$ cat config.mk
export PLATFORM = sky130hd
export DESIGN_NAME = pdc_top
export DESIGN_NICKNAME = d
export VERILOG_FILES = /design/src/logic/pdc_pkg.sv /design/src/logic/pdc_top.sv /design/src/logic/pdc_switch.sv
export SDC_FILE = /design/constraint.sdc
export NUM_CORES = 1
export LEC_CHECK = 0
export BUFFER_PORTS_ARGS = -buffer_cell sky130_fd_sc_hd__buf_2
export CORE_ASPECT_RATIO = 1.2
export CORE_MARGIN = 2
export CORE_UTILIZATION = 57
export CTS_CLUSTER_SIZE = 14
export DETAILED_ROUTE_END_ITERATION = 10
export PLACE_DENSITY = 0.81
export SLEW_MARGIN = 5
export SYNTH_ARGS = -nofsm -noshare
export SYNTH_HDL_FRONTEND = slang
export SYNTH_SLANG_ARGS = --single-unit
$ cat constraint.sdc
create_clock -name CLK -period 3.35 [get_ports CLK]
set_clock_uncertainty 0.1 [all_clocks]
set_input_delay 0.5025 -clock CLK [delete_from_list [all_inputs] [get_ports CLK]]
set_output_delay 0.5025 -clock CLK [all_outputs]
set_load 0.05 [all_outputs]
$ cat src/logic/pdc_pkg.sv
/*
 Package for the always-on power domain control block: register
 indices, field positions, reset values and sleep state encoding.
 Assumes a plain register port addressed by word index.
*/
`default_nettype none
package pdc_pkg;
  localparam logic [7:0] PDC_REGULATOR_CONTROL = 8'h1f;
  localparam logic [7:0] PDC_ALWAYS_ON_POWER_CONTROL = 8'h20;
  localparam logic [7:0] PDC_DIGITAL_DOMAIN_POWER_CONTROL = 8'h21;
  localparam logic [7:0] PDC_PROCESSOR_ISO_CONTROL = 8'h30;
  localparam logic [7:0] PDC_STATUS = 8'h31;
  // Regulator control fields
  localparam int REG_FORCE_ON = 31;
  localparam int REG_FORCE_OFF = 30;
  localparam int BOOST_FORCE_ON = 29;
  localparam int BOOST_FORCE_OFF = 28;
  localparam int AO_BIAS_AWAKE_LSB = 25;
  localparam int AO_BIAS_ASLEEP_LSB = 22;
  localparam int SLOW_OSC_TRIM_LSB = 14;
  localparam int CORE_BIAS_AWAKE_LSB = 11;
  localparam int CORE_BIAS_ASLEEP_LSB = 8;
  localparam int BIAS_W = 3;
  localparam int TRIM_W = 8;
  // Always-on power control fields
  localparam int PERI_SLEEP_OFF_EN = 21;
  localparam int PERI_FORCE_ON = 20;
  localparam int PERI_FORCE_OFF = 19;
  localparam int SLOW_SLEEP_OFF_EN = 18;
  localparam int SLOW_FORCE_ON = 17;
  localparam int SLOW_FORCE_OFF = 16;
  localparam int FAST_SLEEP_OFF_EN = 15;
  localparam int FAST_FORCE_ON = 14;
  localparam int FAST_FORCE_OFF = 13;
  localparam int SLOW_LP_FORCE_ON = 12;
  localparam int SLOW_LP_FORCE_OFF = 11;
  localparam int SLOW_TRACK_CPU = 10;
  localparam int FAST_LP_FORCE_ON = 9;
  localparam int FAST_LP_FORCE_OFF = 8;
  localparam int FAST_TRACK_CPU = 7;
  localparam int PERI_FORCE_CONNECT = 6;
  localparam int PERI_FORCE_ISOLATE = 5;
  localparam int SLOW_FORCE_ISOLATE = 4;
  localparam int SLOW_FORCE_CONNECT = 3;
  localparam int FAST_FORCE_ISOLATE = 2;
  localparam int FAST_FORCE_CONNECT = 1;
  // Digital domain power control fields; domain index 0..7 is
  // core, radio, sram4, sram3, sram2, sram1, sram0, rom
  localparam int NDOM = 8;
  localparam int DOM_SLEEP_OFF_EN_MSB = 23;
  localparam int DOM_FORCE_ON_MSB = 15;
  // Control word reset values and write masks
  localparam logic [31:0] PDC_REGULATOR_RESET = 32'h00000000;
  localparam logic [31:0] PDC_AO_POWER_RESET = 32'h00012925;
  localparam logic [31:0] PDC_DIG_POWER_RESET = 32'h00155550;
  localparam logic [31:0] PDC_DIG_POWER_MASK = 32'h00ffffff;
  localparam logic [31:0] PDC_AO_POWER_MASK = 32'h003ffffe;
  localparam logic [31:0] PDC_ISO_RESET = 32'h00000000;
  localparam logic [31:0] PDC_ISO_MASK = 32'h0000ffff;
  typedef enum logic [1:0] {PDC_AWAKE, PDC_ENTER, PDC_ASLEEP, PDC_LEAVE} pdc_state_t;
endpackage
`default_nettype wire

$ cat src/logic/pdc_top.sv
/*
 Always-on power domain controller: three printed power registers,
 an isolation force word, a status word, and a minimal sleep state
 machine. Assumes synchronous sleep and processor-sleep requests.
*/
// The strobed register port was left to the implementer.
`timescale 1ns/1ps
`default_nettype none
module pdc_top (
  input wire logic CLK,
  input wire logic ARST_N,
  input wire logic [7:0] ADDR,
  input wire logic [31:0] WDATA,
  input wire logic WR,
  input wire logic RD,
  output logic [31:0] RDATA,
  input wire logic SLEEP_REQ,
  input wire logic CPU_ASLEEP,
  output logic REGULATOR_ON,
  output logic REGULATOR_LOW,
  output logic BOOST_ON,
  output logic [2:0] AO_BIAS,
  output logic [2:0] CORE_BIAS,
  output logic [7:0] SLOW_OSC_TRIM,
  output logic PERI_POWER_ON,
  output logic PERI_ISOLATE,
  output logic SLOW_RET_POWER_ON,
  output logic SLOW_RET_LOWPOWER_OFF,
  output logic SLOW_RET_ISOLATE,
  output logic FAST_RET_POWER_ON,
  output logic FAST_RET_LOWPOWER_OFF,
  output logic FAST_RET_ISOLATE,
  output logic [7:0] DOMAIN_POWER_ON,
  output logic [7:0] DOMAIN_ISOLATE,
  output logic ASLEEP
);
  logic [31:0] vreg_q;
  logic [31:0] aopwr_q;
  logic [31:0] digpwr_q;
  logic [31:0] iso_q;
  logic [31:0] rdata_q;
  logic [31:0] rdata_d;
  pdc_pkg::pdc_state_t state_q;
  pdc_pkg::pdc_state_t state_d;
  logic sleeping;
  logic [7:0] dom_on;
  logic slow_on;
  logic fast_on;
  logic peri_on;

  // Register writes
  always_ff @(posedge CLK or negedge ARST_N) begin
    if (!ARST_N) begin
      vreg_q <= pdc_pkg::PDC_REGULATOR_RESET;
      aopwr_q <= pdc_pkg::PDC_AO_POWER_RESET;
      digpwr_q <= pdc_pkg::PDC_DIG_POWER_RESET;
      iso_q <= pdc_pkg::PDC_ISO_RESET;
    end else if (WR) begin
      unique case (ADDR)
        pdc_pkg::PDC_REGULATOR_CONTROL: vreg_q <= WDATA;
        pdc_pkg::PDC_ALWAYS_ON_POWER_CONTROL: aopwr_q <= WDATA & pdc_pkg::PDC_AO_POWER_MASK;
        pdc_pkg::PDC_DIGITAL_DOMAIN_POWER_CONTROL: begin
          digpwr_q <= WDATA & pdc_pkg::PDC_DIG_POWER_MASK;
        end
        pdc_pkg::PDC_PROCESSOR_ISO_CONTROL: iso_q <= WDATA & pdc_pkg::PDC_ISO_MASK;
        default: begin
        end
      endcase
    end
  end

  // Reads; unmapped addresses return zero
  always_comb begin
    rdata_d = 32'h00000000;
    if (RD) begin
      unique case (ADDR)
        pdc_pkg::PDC_REGULATOR_CONTROL: rdata_d = vreg_q;
        pdc_pkg::PDC_ALWAYS_ON_POWER_CONTROL: rdata_d = aopwr_q;
        pdc_pkg::PDC_DIGITAL_DOMAIN_POWER_CONTROL: rdata_d = digpwr_q;
        pdc_pkg::PDC_PROCESSOR_ISO_CONTROL: rdata_d = iso_q;
        pdc_pkg::PDC_STATUS: rdata_d = {20'h00000, sleeping, FAST_RET_POWER_ON,
                                        SLOW_RET_POWER_ON, PERI_POWER_ON, dom_on};
        default: rdata_d = 32'h00000000;
      endcase
    end
  end

  always_ff @(posedge CLK or negedge ARST_N) begin
    if (!ARST_N) begin
      rdata_q <= 32'h00000000;
    end else begin
      rdata_q <= rdata_d;
    end
  end
  assign RDATA = rdata_q;

  // Sleep machine: one cycle entry and exit steps so retention isolation
  // is raised before power drops and released after it returns; peri and digital domains isolate automatically only while off
  always_comb begin
    state_d = state_q;
    unique case (state_q)
      pdc_pkg::PDC_AWAKE: if (SLEEP_REQ) state_d = pdc_pkg::PDC_ENTER;
      pdc_pkg::PDC_ENTER: state_d = pdc_pkg::PDC_ASLEEP;
      pdc_pkg::PDC_ASLEEP: if (!SLEEP_REQ) state_d = pdc_pkg::PDC_LEAVE;
      pdc_pkg::PDC_LEAVE: state_d = pdc_pkg::PDC_AWAKE;
    endcase
  end

  always_ff @(posedge CLK or negedge ARST_N) begin
    if (!ARST_N) begin
      state_q <= pdc_pkg::PDC_AWAKE;
    end else begin
      state_q <= state_d;
    end
  end
  assign sleeping = (state_q == pdc_pkg::PDC_ASLEEP);
  wire iso_auto = (state_q != pdc_pkg::PDC_AWAKE);
  assign ASLEEP = sleeping;

  // Regulator
  assign REGULATOR_ON = vreg_q[pdc_pkg::REG_FORCE_ON] | ~vreg_q[pdc_pkg::REG_FORCE_OFF];
  assign REGULATOR_LOW = vreg_q[pdc_pkg::REG_FORCE_OFF] & ~vreg_q[pdc_pkg::REG_FORCE_ON];
  assign BOOST_ON = vreg_q[pdc_pkg::BOOST_FORCE_ON] | ~vreg_q[pdc_pkg::BOOST_FORCE_OFF];
  assign AO_BIAS = sleeping ? vreg_q[pdc_pkg::AO_BIAS_ASLEEP_LSB +: pdc_pkg::BIAS_W]
                            : vreg_q[pdc_pkg::AO_BIAS_AWAKE_LSB +: pdc_pkg::BIAS_W];
  assign CORE_BIAS = sleeping ? vreg_q[pdc_pkg::CORE_BIAS_ASLEEP_LSB +: pdc_pkg::BIAS_W]
                              : vreg_q[pdc_pkg::CORE_BIAS_AWAKE_LSB +: pdc_pkg::BIAS_W];
  assign SLOW_OSC_TRIM = vreg_q[pdc_pkg::SLOW_OSC_TRIM_LSB +: pdc_pkg::TRIM_W];

  // Always-on domains
  pdc_switch u_peri (
    .force_on(aopwr_q[pdc_pkg::PERI_FORCE_ON]),
    .force_off(aopwr_q[pdc_pkg::PERI_FORCE_OFF]),
    .sleep_off_en(aopwr_q[pdc_pkg::PERI_SLEEP_OFF_EN]),
    .sleeping(sleeping),
    .power_on(peri_on)
  );
  pdc_switch u_slow (
    .force_on(aopwr_q[pdc_pkg::SLOW_FORCE_ON]),
    .force_off(aopwr_q[pdc_pkg::SLOW_FORCE_OFF]),
    .sleep_off_en(aopwr_q[pdc_pkg::SLOW_SLEEP_OFF_EN]),
    .sleeping(sleeping),
    .power_on(slow_on)
  );
  pdc_switch u_fast (
    .force_on(aopwr_q[pdc_pkg::FAST_FORCE_ON]),
    .force_off(aopwr_q[pdc_pkg::FAST_FORCE_OFF]),
    .sleep_off_en(aopwr_q[pdc_pkg::FAST_SLEEP_OFF_EN]),
    .sleeping(sleeping),
    .power_on(fast_on)
  );
  assign PERI_POWER_ON = peri_on;
  assign SLOW_RET_POWER_ON = slow_on;
  assign FAST_RET_POWER_ON = fast_on;

  // Low-power mode power-down source select, forces on top
  wire slow_lp_src = aopwr_q[pdc_pkg::SLOW_TRACK_CPU] ? CPU_ASLEEP : sleeping;
  wire fast_lp_src = aopwr_q[pdc_pkg::FAST_TRACK_CPU] ? CPU_ASLEEP : sleeping;
  assign SLOW_RET_LOWPOWER_OFF = ~aopwr_q[pdc_pkg::SLOW_LP_FORCE_ON]
                                 & (aopwr_q[pdc_pkg::SLOW_LP_FORCE_OFF] | slow_lp_src);
  assign FAST_RET_LOWPOWER_OFF = ~aopwr_q[pdc_pkg::FAST_LP_FORCE_ON]
                                 & (aopwr_q[pdc_pkg::FAST_LP_FORCE_OFF] | fast_lp_src);

  // Isolation: force isolate wins, then force connect, else automatic
  assign PERI_ISOLATE = aopwr_q[pdc_pkg::PERI_FORCE_ISOLATE]
                        | (~aopwr_q[pdc_pkg::PERI_FORCE_CONNECT] & iso_auto & ~peri_on);
  assign SLOW_RET_ISOLATE = aopwr_q[pdc_pkg::SLOW_FORCE_ISOLATE]
                            | (~aopwr_q[pdc_pkg::SLOW_FORCE_CONNECT] & iso_auto);
  assign FAST_RET_ISOLATE = aopwr_q[pdc_pkg::FAST_FORCE_ISOLATE]
                            | (~aopwr_q[pdc_pkg::FAST_FORCE_CONNECT] & iso_auto);

  // Digital domains: core, radio, SRAM banks, ROM
  genvar g;
  generate
    for (g = 0; g < pdc_pkg::NDOM; g++) begin : g_dom
      pdc_switch u_sw (
        .force_on(digpwr_q[pdc_pkg::DOM_FORCE_ON_MSB - 2 * g]),
        .force_off(digpwr_q[pdc_pkg::DOM_FORCE_ON_MSB - 2 * g - 1]),
        .sleep_off_en(digpwr_q[pdc_pkg::DOM_SLEEP_OFF_EN_MSB - g]),
        .sleeping(sleeping),
        .power_on(dom_on[g])
      );
      assign DOMAIN_ISOLATE[g] = iso_q[2 * g + 1]
                                 | (~iso_q[2 * g] & iso_auto & ~dom_on[g]);
    end
  endgenerate
  assign DOMAIN_POWER_ON = dom_on;

  core_off_a: assert property (@(posedge CLK) disable iff (!ARST_N)
    (sleeping && digpwr_q[pdc_pkg::DOM_SLEEP_OFF_EN_MSB] && !digpwr_q[15]) |-> !DOMAIN_POWER_ON[0])
    else $error("core domain powered in sleep");
  fast_force_a: assert property (@(posedge CLK) disable iff (!ARST_N)
    aopwr_q[pdc_pkg::FAST_FORCE_ON] |-> FAST_RET_POWER_ON)
    else $error("fast retention force on ignored");
  slow_sleep_a: assert property (@(posedge CLK) disable iff (!ARST_N)
    (!aopwr_q[pdc_pkg::SLOW_SLEEP_OFF_EN] && !aopwr_q[pdc_pkg::SLOW_FORCE_OFF]) |-> SLOW_RET_POWER_ON)
    else $error("slow retention lost power");
  bias_sleep_a: assert property (@(posedge CLK) disable iff (!ARST_N)
    sleeping |-> CORE_BIAS == vreg_q[pdc_pkg::CORE_BIAS_ASLEEP_LSB +: pdc_pkg::BIAS_W])
    else $error("core bias not sleep setting");
  reg_low_a: assert property (@(posedge CLK) disable iff (!ARST_N)
    (vreg_q[pdc_pkg::REG_FORCE_OFF] && !vreg_q[pdc_pkg::REG_FORCE_ON]) |-> !REGULATOR_ON)
    else $error("regulator not lowered");
  read_back_a: assert property (@(posedge CLK) disable iff (!ARST_N)
    (RD && ADDR == pdc_pkg::PDC_DIGITAL_DOMAIN_POWER_CONTROL) |=> RDATA == $past(digpwr_q))
    else $error("read back mismatch");
  sleep_seq_a: assert property (@(posedge CLK) disable iff (!ARST_N)
    (state_q == pdc_pkg::PDC_AWAKE && SLEEP_REQ) |=> ##1 sleeping)
    else $error("sleep entry late");
  track_cpu_a: assert property (@(posedge CLK) disable iff (!ARST_N)
    (aopwr_q[pdc_pkg::SLOW_TRACK_CPU] && !aopwr_q[12] && !aopwr_q[11]) |->
      SLOW_RET_LOWPOWER_OFF == CPU_ASLEEP)
    else $error("slow retention not tracking processor");

  reg_on_a: assert property (@(posedge CLK) disable iff (!ARST_N)
    vreg_q[pdc_pkg::REG_FORCE_ON] |-> (REGULATOR_ON && !REGULATOR_LOW))
    else $error("regulator not kept on");

  low_out_a: assert property (@(posedge CLK) disable iff (!ARST_N)
    (vreg_q[pdc_pkg::REG_FORCE_OFF] && !vreg_q[pdc_pkg::REG_FORCE_ON]) |-> REGULATOR_LOW)
    else $error("regulator low output missing");

  bias_awake_a: assert property (@(posedge CLK) disable iff (!ARST_N)
    !sleeping |-> CORE_BIAS == vreg_q[pdc_pkg::CORE_BIAS_AWAKE_LSB +: pdc_pkg::BIAS_W])
    else $error("core bias not awake setting");

  osc_trim_a: assert property (@(posedge CLK) disable iff (!ARST_N)
    SLOW_OSC_TRIM == vreg_q[pdc_pkg::SLOW_OSC_TRIM_LSB +: pdc_pkg::TRIM_W])
    else $error("oscillator trim not passed");

  slow_off_a: assert property (@(posedge CLK) disable iff (!ARST_N)
    (sleeping && aopwr_q[pdc_pkg::SLOW_SLEEP_OFF_EN] && !aopwr_q[pdc_pkg::SLOW_FORCE_ON])
      |-> !SLOW_RET_POWER_ON)
    else $error("slow retention powered in sleep");

  fast_off_a: assert property (@(posedge CLK) disable iff (!ARST_N)
    (sleeping && aopwr_q[pdc_pkg::FAST_SLEEP_OFF_EN] && !aopwr_q[pdc_pkg::FAST_FORCE_ON])
      |-> !FAST_RET_POWER_ON)
    else $error("fast retention powered in sleep");

  fast_keep_a: assert property (@(posedge CLK) disable iff (!ARST_N)
    (!aopwr_q[pdc_pkg::FAST_SLEEP_OFF_EN] && !aopwr_q[pdc_pkg::FAST_FORCE_OFF])
      |-> FAST_RET_POWER_ON)
    else $error("fast retention lost power");

  fast_forced_off_a: assert property (@(posedge CLK) disable iff (!ARST_N)
    (aopwr_q[pdc_pkg::FAST_FORCE_OFF] && !aopwr_q[pdc_pkg::FAST_FORCE_ON]) |-> !FAST_RET_POWER_ON)
    else $error("fast retention force off ignored");

  slow_force_a: assert property (@(posedge CLK) disable iff (!ARST_N)
    aopwr_q[pdc_pkg::SLOW_FORCE_ON] |-> SLOW_RET_POWER_ON)
    else $error("slow retention force on ignored");

  slow_lp_on_a: assert property (@(posedge CLK) disable iff (!ARST_N)
    aopwr_q[pdc_pkg::SLOW_LP_FORCE_ON] |-> !SLOW_RET_LOWPOWER_OFF)
    else $error("slow low power force on ignored");

  slow_lp_off_a: assert property (@(posedge CLK) disable iff (!ARST_N)
    (aopwr_q[pdc_pkg::SLOW_LP_FORCE_OFF] && !aopwr_q[pdc_pkg::SLOW_LP_FORCE_ON])
      |-> SLOW_RET_LOWPOWER_OFF)
    else $error("slow low power force off ignored");

  slow_track_sm_a: assert property (@(posedge CLK) disable iff (!ARST_N)
    (!aopwr_q[pdc_pkg::SLOW_TRACK_CPU] && !aopwr_q[12] && !aopwr_q[11])
      |-> SLOW_RET_LOWPOWER_OFF == sleeping)
    else $error("slow retention not tracking machine");

  fast_track_a: assert property (@(posedge CLK) disable iff (!ARST_N)
    (aopwr_q[pdc_pkg::FAST_TRACK_CPU] && !aopwr_q[9] && !aopwr_q[8])
      |-> FAST_RET_LOWPOWER_OFF == CPU_ASLEEP)
    else $error("fast retention not tracking processor");

  fast_track_sm_a: assert property (@(posedge CLK) disable iff (!ARST_N)
    (!aopwr_q[pdc_pkg::FAST_TRACK_CPU] && !aopwr_q[9] && !aopwr_q[8])
      |-> FAST_RET_LOWPOWER_OFF == sleeping)
    else $error("fast retention not tracking machine");

  slow_iso_a: assert property (@(posedge CLK) disable iff (!ARST_N)
    aopwr_q[pdc_pkg::SLOW_FORCE_ISOLATE] |-> SLOW_RET_ISOLATE)
    else $error("slow retention force isolate ignored");

  slow_conn_a: assert property (@(posedge CLK) disable iff (!ARST_N)
    (aopwr_q[pdc_pkg::SLOW_FORCE_CONNECT] && !aopwr_q[pdc_pkg::SLOW_FORCE_ISOLATE])
      |-> !SLOW_RET_ISOLATE)
    else $error("slow retention force connect ignored");

  fast_iso_a: assert property (@(posedge CLK) disable iff (!ARST_N)
    aopwr_q[pdc_pkg::FAST_FORCE_ISOLATE] |-> FAST_RET_ISOLATE)
    else $error("fast retention force isolate ignored");

  fast_conn_a: assert property (@(posedge CLK) disable iff (!ARST_N)
    (aopwr_q[pdc_pkg::FAST_FORCE_CONNECT] && !aopwr_q[pdc_pkg::FAST_FORCE_ISOLATE])
      |-> !FAST_RET_ISOLATE)
    else $error("fast retention force connect ignored");

  radio_off_a: assert property (@(posedge CLK) disable iff (!ARST_N)
    (sleeping && digpwr_q[22] && !digpwr_q[13]) |-> !DOMAIN_POWER_ON[1])
    else $error("radio domain powered in sleep");

  core_keep_a: assert property (@(posedge CLK) disable iff (!ARST_N)
    (!digpwr_q[23] && !digpwr_q[14]) |-> DOMAIN_POWER_ON[0])
    else $error("core domain lost power");

  rom_off_a: assert property (@(posedge CLK) disable iff (!ARST_N)
    (sleeping && digpwr_q[16] && !digpwr_q[1]) |-> !DOMAIN_POWER_ON[7])
    else $error("rom powered in sleep");

  core_force_a: assert property (@(posedge CLK) disable iff (!ARST_N)
    digpwr_q[15] |-> DOMAIN_POWER_ON[0])
    else $error("core force on ignored");

  core_forced_off_a: assert property (@(posedge CLK) disable iff (!ARST_N)
    (digpwr_q[14] && !digpwr_q[15]) |-> !DOMAIN_POWER_ON[0])
    else $error("core force off ignored");

  radio_force_a: assert property (@(posedge CLK) disable iff (!ARST_N)
    digpwr_q[13] |-> DOMAIN_POWER_ON[1])
    else $error("radio force on ignored");

  radio_forced_off_a: assert property (@(posedge CLK) disable iff (!ARST_N)
    (digpwr_q[12] && !digpwr_q[13]) |-> !DOMAIN_POWER_ON[1])
    else $error("radio force off ignored");

  sram4_force_a: assert property (@(posedge CLK) disable iff (!ARST_N)
    digpwr_q[11] |-> DOMAIN_POWER_ON[2])
    else $error("sram bank force on ignored");

  sram4_forced_off_a: assert property (@(posedge CLK) disable iff (!ARST_N)
    (digpwr_q[10] && !digpwr_q[11]) |-> !DOMAIN_POWER_ON[2])
    else $error("sram bank force off ignored");

  wake_seq_a: assert property (@(posedge CLK) disable iff (!ARST_N)
    (sleeping && !SLEEP_REQ) |=> ##1 (state_q == pdc_pkg::PDC_AWAKE))
    else $error("sleep exit late");
endmodule
`default_nettype wire

$ cat src/logic/pdc_switch.sv
/*
 One power domain switch: resolves force bits against the sleeping state
 request. Assumes at most one force bit is set by software.
*/
`timescale 1ns/1ps
`default_nettype none
module pdc_switch (
  input wire logic force_on,
  input wire logic force_off,
  input wire logic sleep_off_en,
  input wire logic sleeping,
  output logic power_on
);
  // Force on wins if software sets both, an arbitrary but fixed choice
  assign power_on = force_on | (~force_off & ~(sleep_off_en & sleeping));
endmodule
`default_nettype wire

==> impl_metrics.csv <==
group,metric,value,unit
outcome,outcome,"complete, no violations",
synth,ys_warn_count,0,
sta,rsz0062_at_grt,"no",
critical_path,crit_slowest_cell,"ha_1",
drt,drc,0,
clock_network,clockRootBuffer,"clkbuf_16",
synth,synthTopCellsByArea,"dfrtp_1 48%, mux2_2 12%, dfstp_2 7.2%",
global_route,grt_max_degree,78,
placement,hpwl,10.2,mm
drt,wl_per_cell,22.1,um
drt,wirelength,15.3,mm
synth,async_reset_ff_frac,1.00,
critical_path,crit_path_max_incr_delay,530,ps
critical_path,critPathKind,"flop to output pin",
clock_network,cts.sinks,128,
placement,place_congestion,0.932,
critical_path,cp_data_arrival_time,2510,ps
sta,setup_viol,0,
synth,ys_ff_latch,128,
synth,synth_flop_cell,"dfrtp_1",
synth,syn_area,5850,um2
finish,layout_commonest_cell,"buf_2",
floorplanning,ioPinCount,120,
drt,vias_per_cell,6.14,
global_route,overflow,0,
critical_path,path_cells,"inv_1, ha_1, buf_4, a21oi_1, nor2_1, a21o_1, buf_2",
clock_network,ctsResizeCount,0,
critical_path,cp.buffers_inverters,3,
sta,fin_hold_ws,15.1,ps
sta,slew_headroom,0.567,
finish,fin_cells,694,
sta,slew_viol_final,0,
placement,dp_cells,662,
clock_network,clk_pin_slew_worst_paths,60,ps
global_route,grt_pass1_vias,4329,
synth,synth_area_per_cell,13.1,um2
worst_hold_path,hp-class,"primary input to async pin",
finish,drive_gt1_frac,0.481,
power_and_ir_drop,power,4.49,mW
placement,dpl-instance-area,6450,um2
synth,synth_seq_area_share,0.551,
synth,ys_types,41,
placement,io_buffer_count,119,
critical_path,startpoint_type,"flop",
drt,first_pass_iters,5,
clock_network,clk_path_buf_depth,2,
floorplanning,std_cell_rows,40,
global_route,grt.total_usage,0.290,
critical_path,crit_fanout,14,
floorplanning,die_w,96.5,um
power_and_ir_drop,total_leakage_power,3.70,nW
clock_network,clkLatencyLatePin,420,ps
critical_path,cp_data_required_time,2750,ps
floorplanning,die_height,115,um
finish,design_area,7110,um2
clock_network,cts_buffers,17,
drt,antenna_left,0,
global_route,grt_pass1_wl,23.4,mm
floorplanning,coreArea,10000,um2
sta,fin_tns_setup,0,ps
synth,synth_cells,446,
drt,drt_iter0_markers,402,
clock_network,cts_tree,"built",
clock_network,post-cts-setup-buffers,0,
critical_path,critPathTopFamily,"buffers and inverters",
synth,syn-num-nets,495,
power_and_ir_drop,vdd.ir_drop.worst,399,uV
sta,period_needed,3110,ps
power_and_ir_drop,power.density,632,nW/um2
finish,seq_area,3220,um2
synth,synth_top_area_share,0.479,
finish,insertedDiodeCount,0,
critical_path,cp-end-kind,"output pin",
finish,fill_cells,683,
synth,yosysTopAreaCell,"dfrtp_1",
finish,multi_input_area,2330,um2
floorplanning,die_area,11100,um2
sta,fin_crit_sh,0.929,
clock_network,htree_levels,4,
finish,area_growth,21.5,%
floorplanning,initial_core_util,0.584,
global_route,antenna_found_initial,0,
synth,synth-edff-count,0,
finish,layout_common_cells,"118 x buf_2, 112 x dfrtp_1, 60 x mux2_2",
clock_network,cts_hold_buffers,0,
sta,hold_viol,0,
drt,routed-via-count,4258,
finish,layout.nets,604,
sta,fmax,321,MHz
sta,tightest_slew,650,ps
run,max_cap_viol_count,0,
[final timing paths]
kind	from	end	slack (ps)	depth (start not counted)
hold reg to reg	aopwr_q[0]	aopwr_q[0]	390	1
hold / removal	ARST_N	vreg_q[21]	20	1
min in group CLK	WDATA[29]	vreg_q[29]	210	2
setup / recovery	state_q[0]	DOMAIN_ISOLATE[6]	240	7
max in group asynchronous	ARST_N	aopwr_q[2]	2280	2
setup reg to reg	state_q[0]	RDATA[9]	1060	7
[stage by stage]
| step | util | worst slack (ps) |
|---|---|---|
| 6_report | 0.710 | 239 |
| 5_1_grt | 0.710 | 146 |
| 4_1_cts | 0.710 | 281 |
| 3_5_place_dp | 0.644 | 665 |
| 3_3_place_gp | 0.644 | 687 |
| 2_1_floorplan | - | 166 |
[state kept, by name (all words and copies together), names as in the netlist]
register,flops
RDATA,32
aopwr_q,22
digpwr_q,24
iso_q,16
state_q,2
vreg_q,32
[where the power goes]
group | switching, mW | internal (mW)
sequential | 0.0592 | 1.62
combinational | 0.538 | 0.221
clock | 0.690 | 1.36
total | 1.29 | 3.21
[cell usage after synthesis (4+ instances only)]
cell	number
clkbuf_1	9
dfstp_2	16
nor2b_1	4
mux2_2	60
and3_1	9
dfrtp_1	112
a21o_1	6
a222oi_1	9
a22oi_1	16
and2_1	4
buf_4	17
mux2_1	19
mux2_4	20
a22o_1	14
buf_6	4
a2bb2oi_1	6
a21oi_1	30
nand2_1	14
nor2_1	20
buf_2	9
inv_1	12
or2_2	5
[layer usage]
layer | GRT usage | vias to the layer above | routed length [um] | share of wire
met4 | 0.144 | 0 | 554 | 0.036
met2 | 0.450 | 226 | 7490 | 0.49
li1 | - | 1822 | - | -
met1 | 0.379 | 2167 | 6080 | 0.40
met5 | 0 | - | 0 | 0
met3 | 0.0767 | 43 | 1200 | 0.078
[kinds of logic after synthesis]
logic type / share of synthesized area
flip-flops: 0.551
multiplexers: 0.204
AO/OA/AOI/OAI: 0.117
AND/OR/NAND/NOR: 0.0706
buffers and inverters: 0.0514
adder cells (fa/ha/maj): 0.00642
[final cells by class]
type	count	area share
Timing Repair Buffer	130	0.0975
Inverter	12	0.00634
Clock inverter	13	0.0290
Clock buffer	19	0.0637
Tap cell	126	0.0222
Multi-Input combinational cell	266	0.328
Sequential cell	128	0.454
Note: power is estimated with default switching activity, not from simulation.
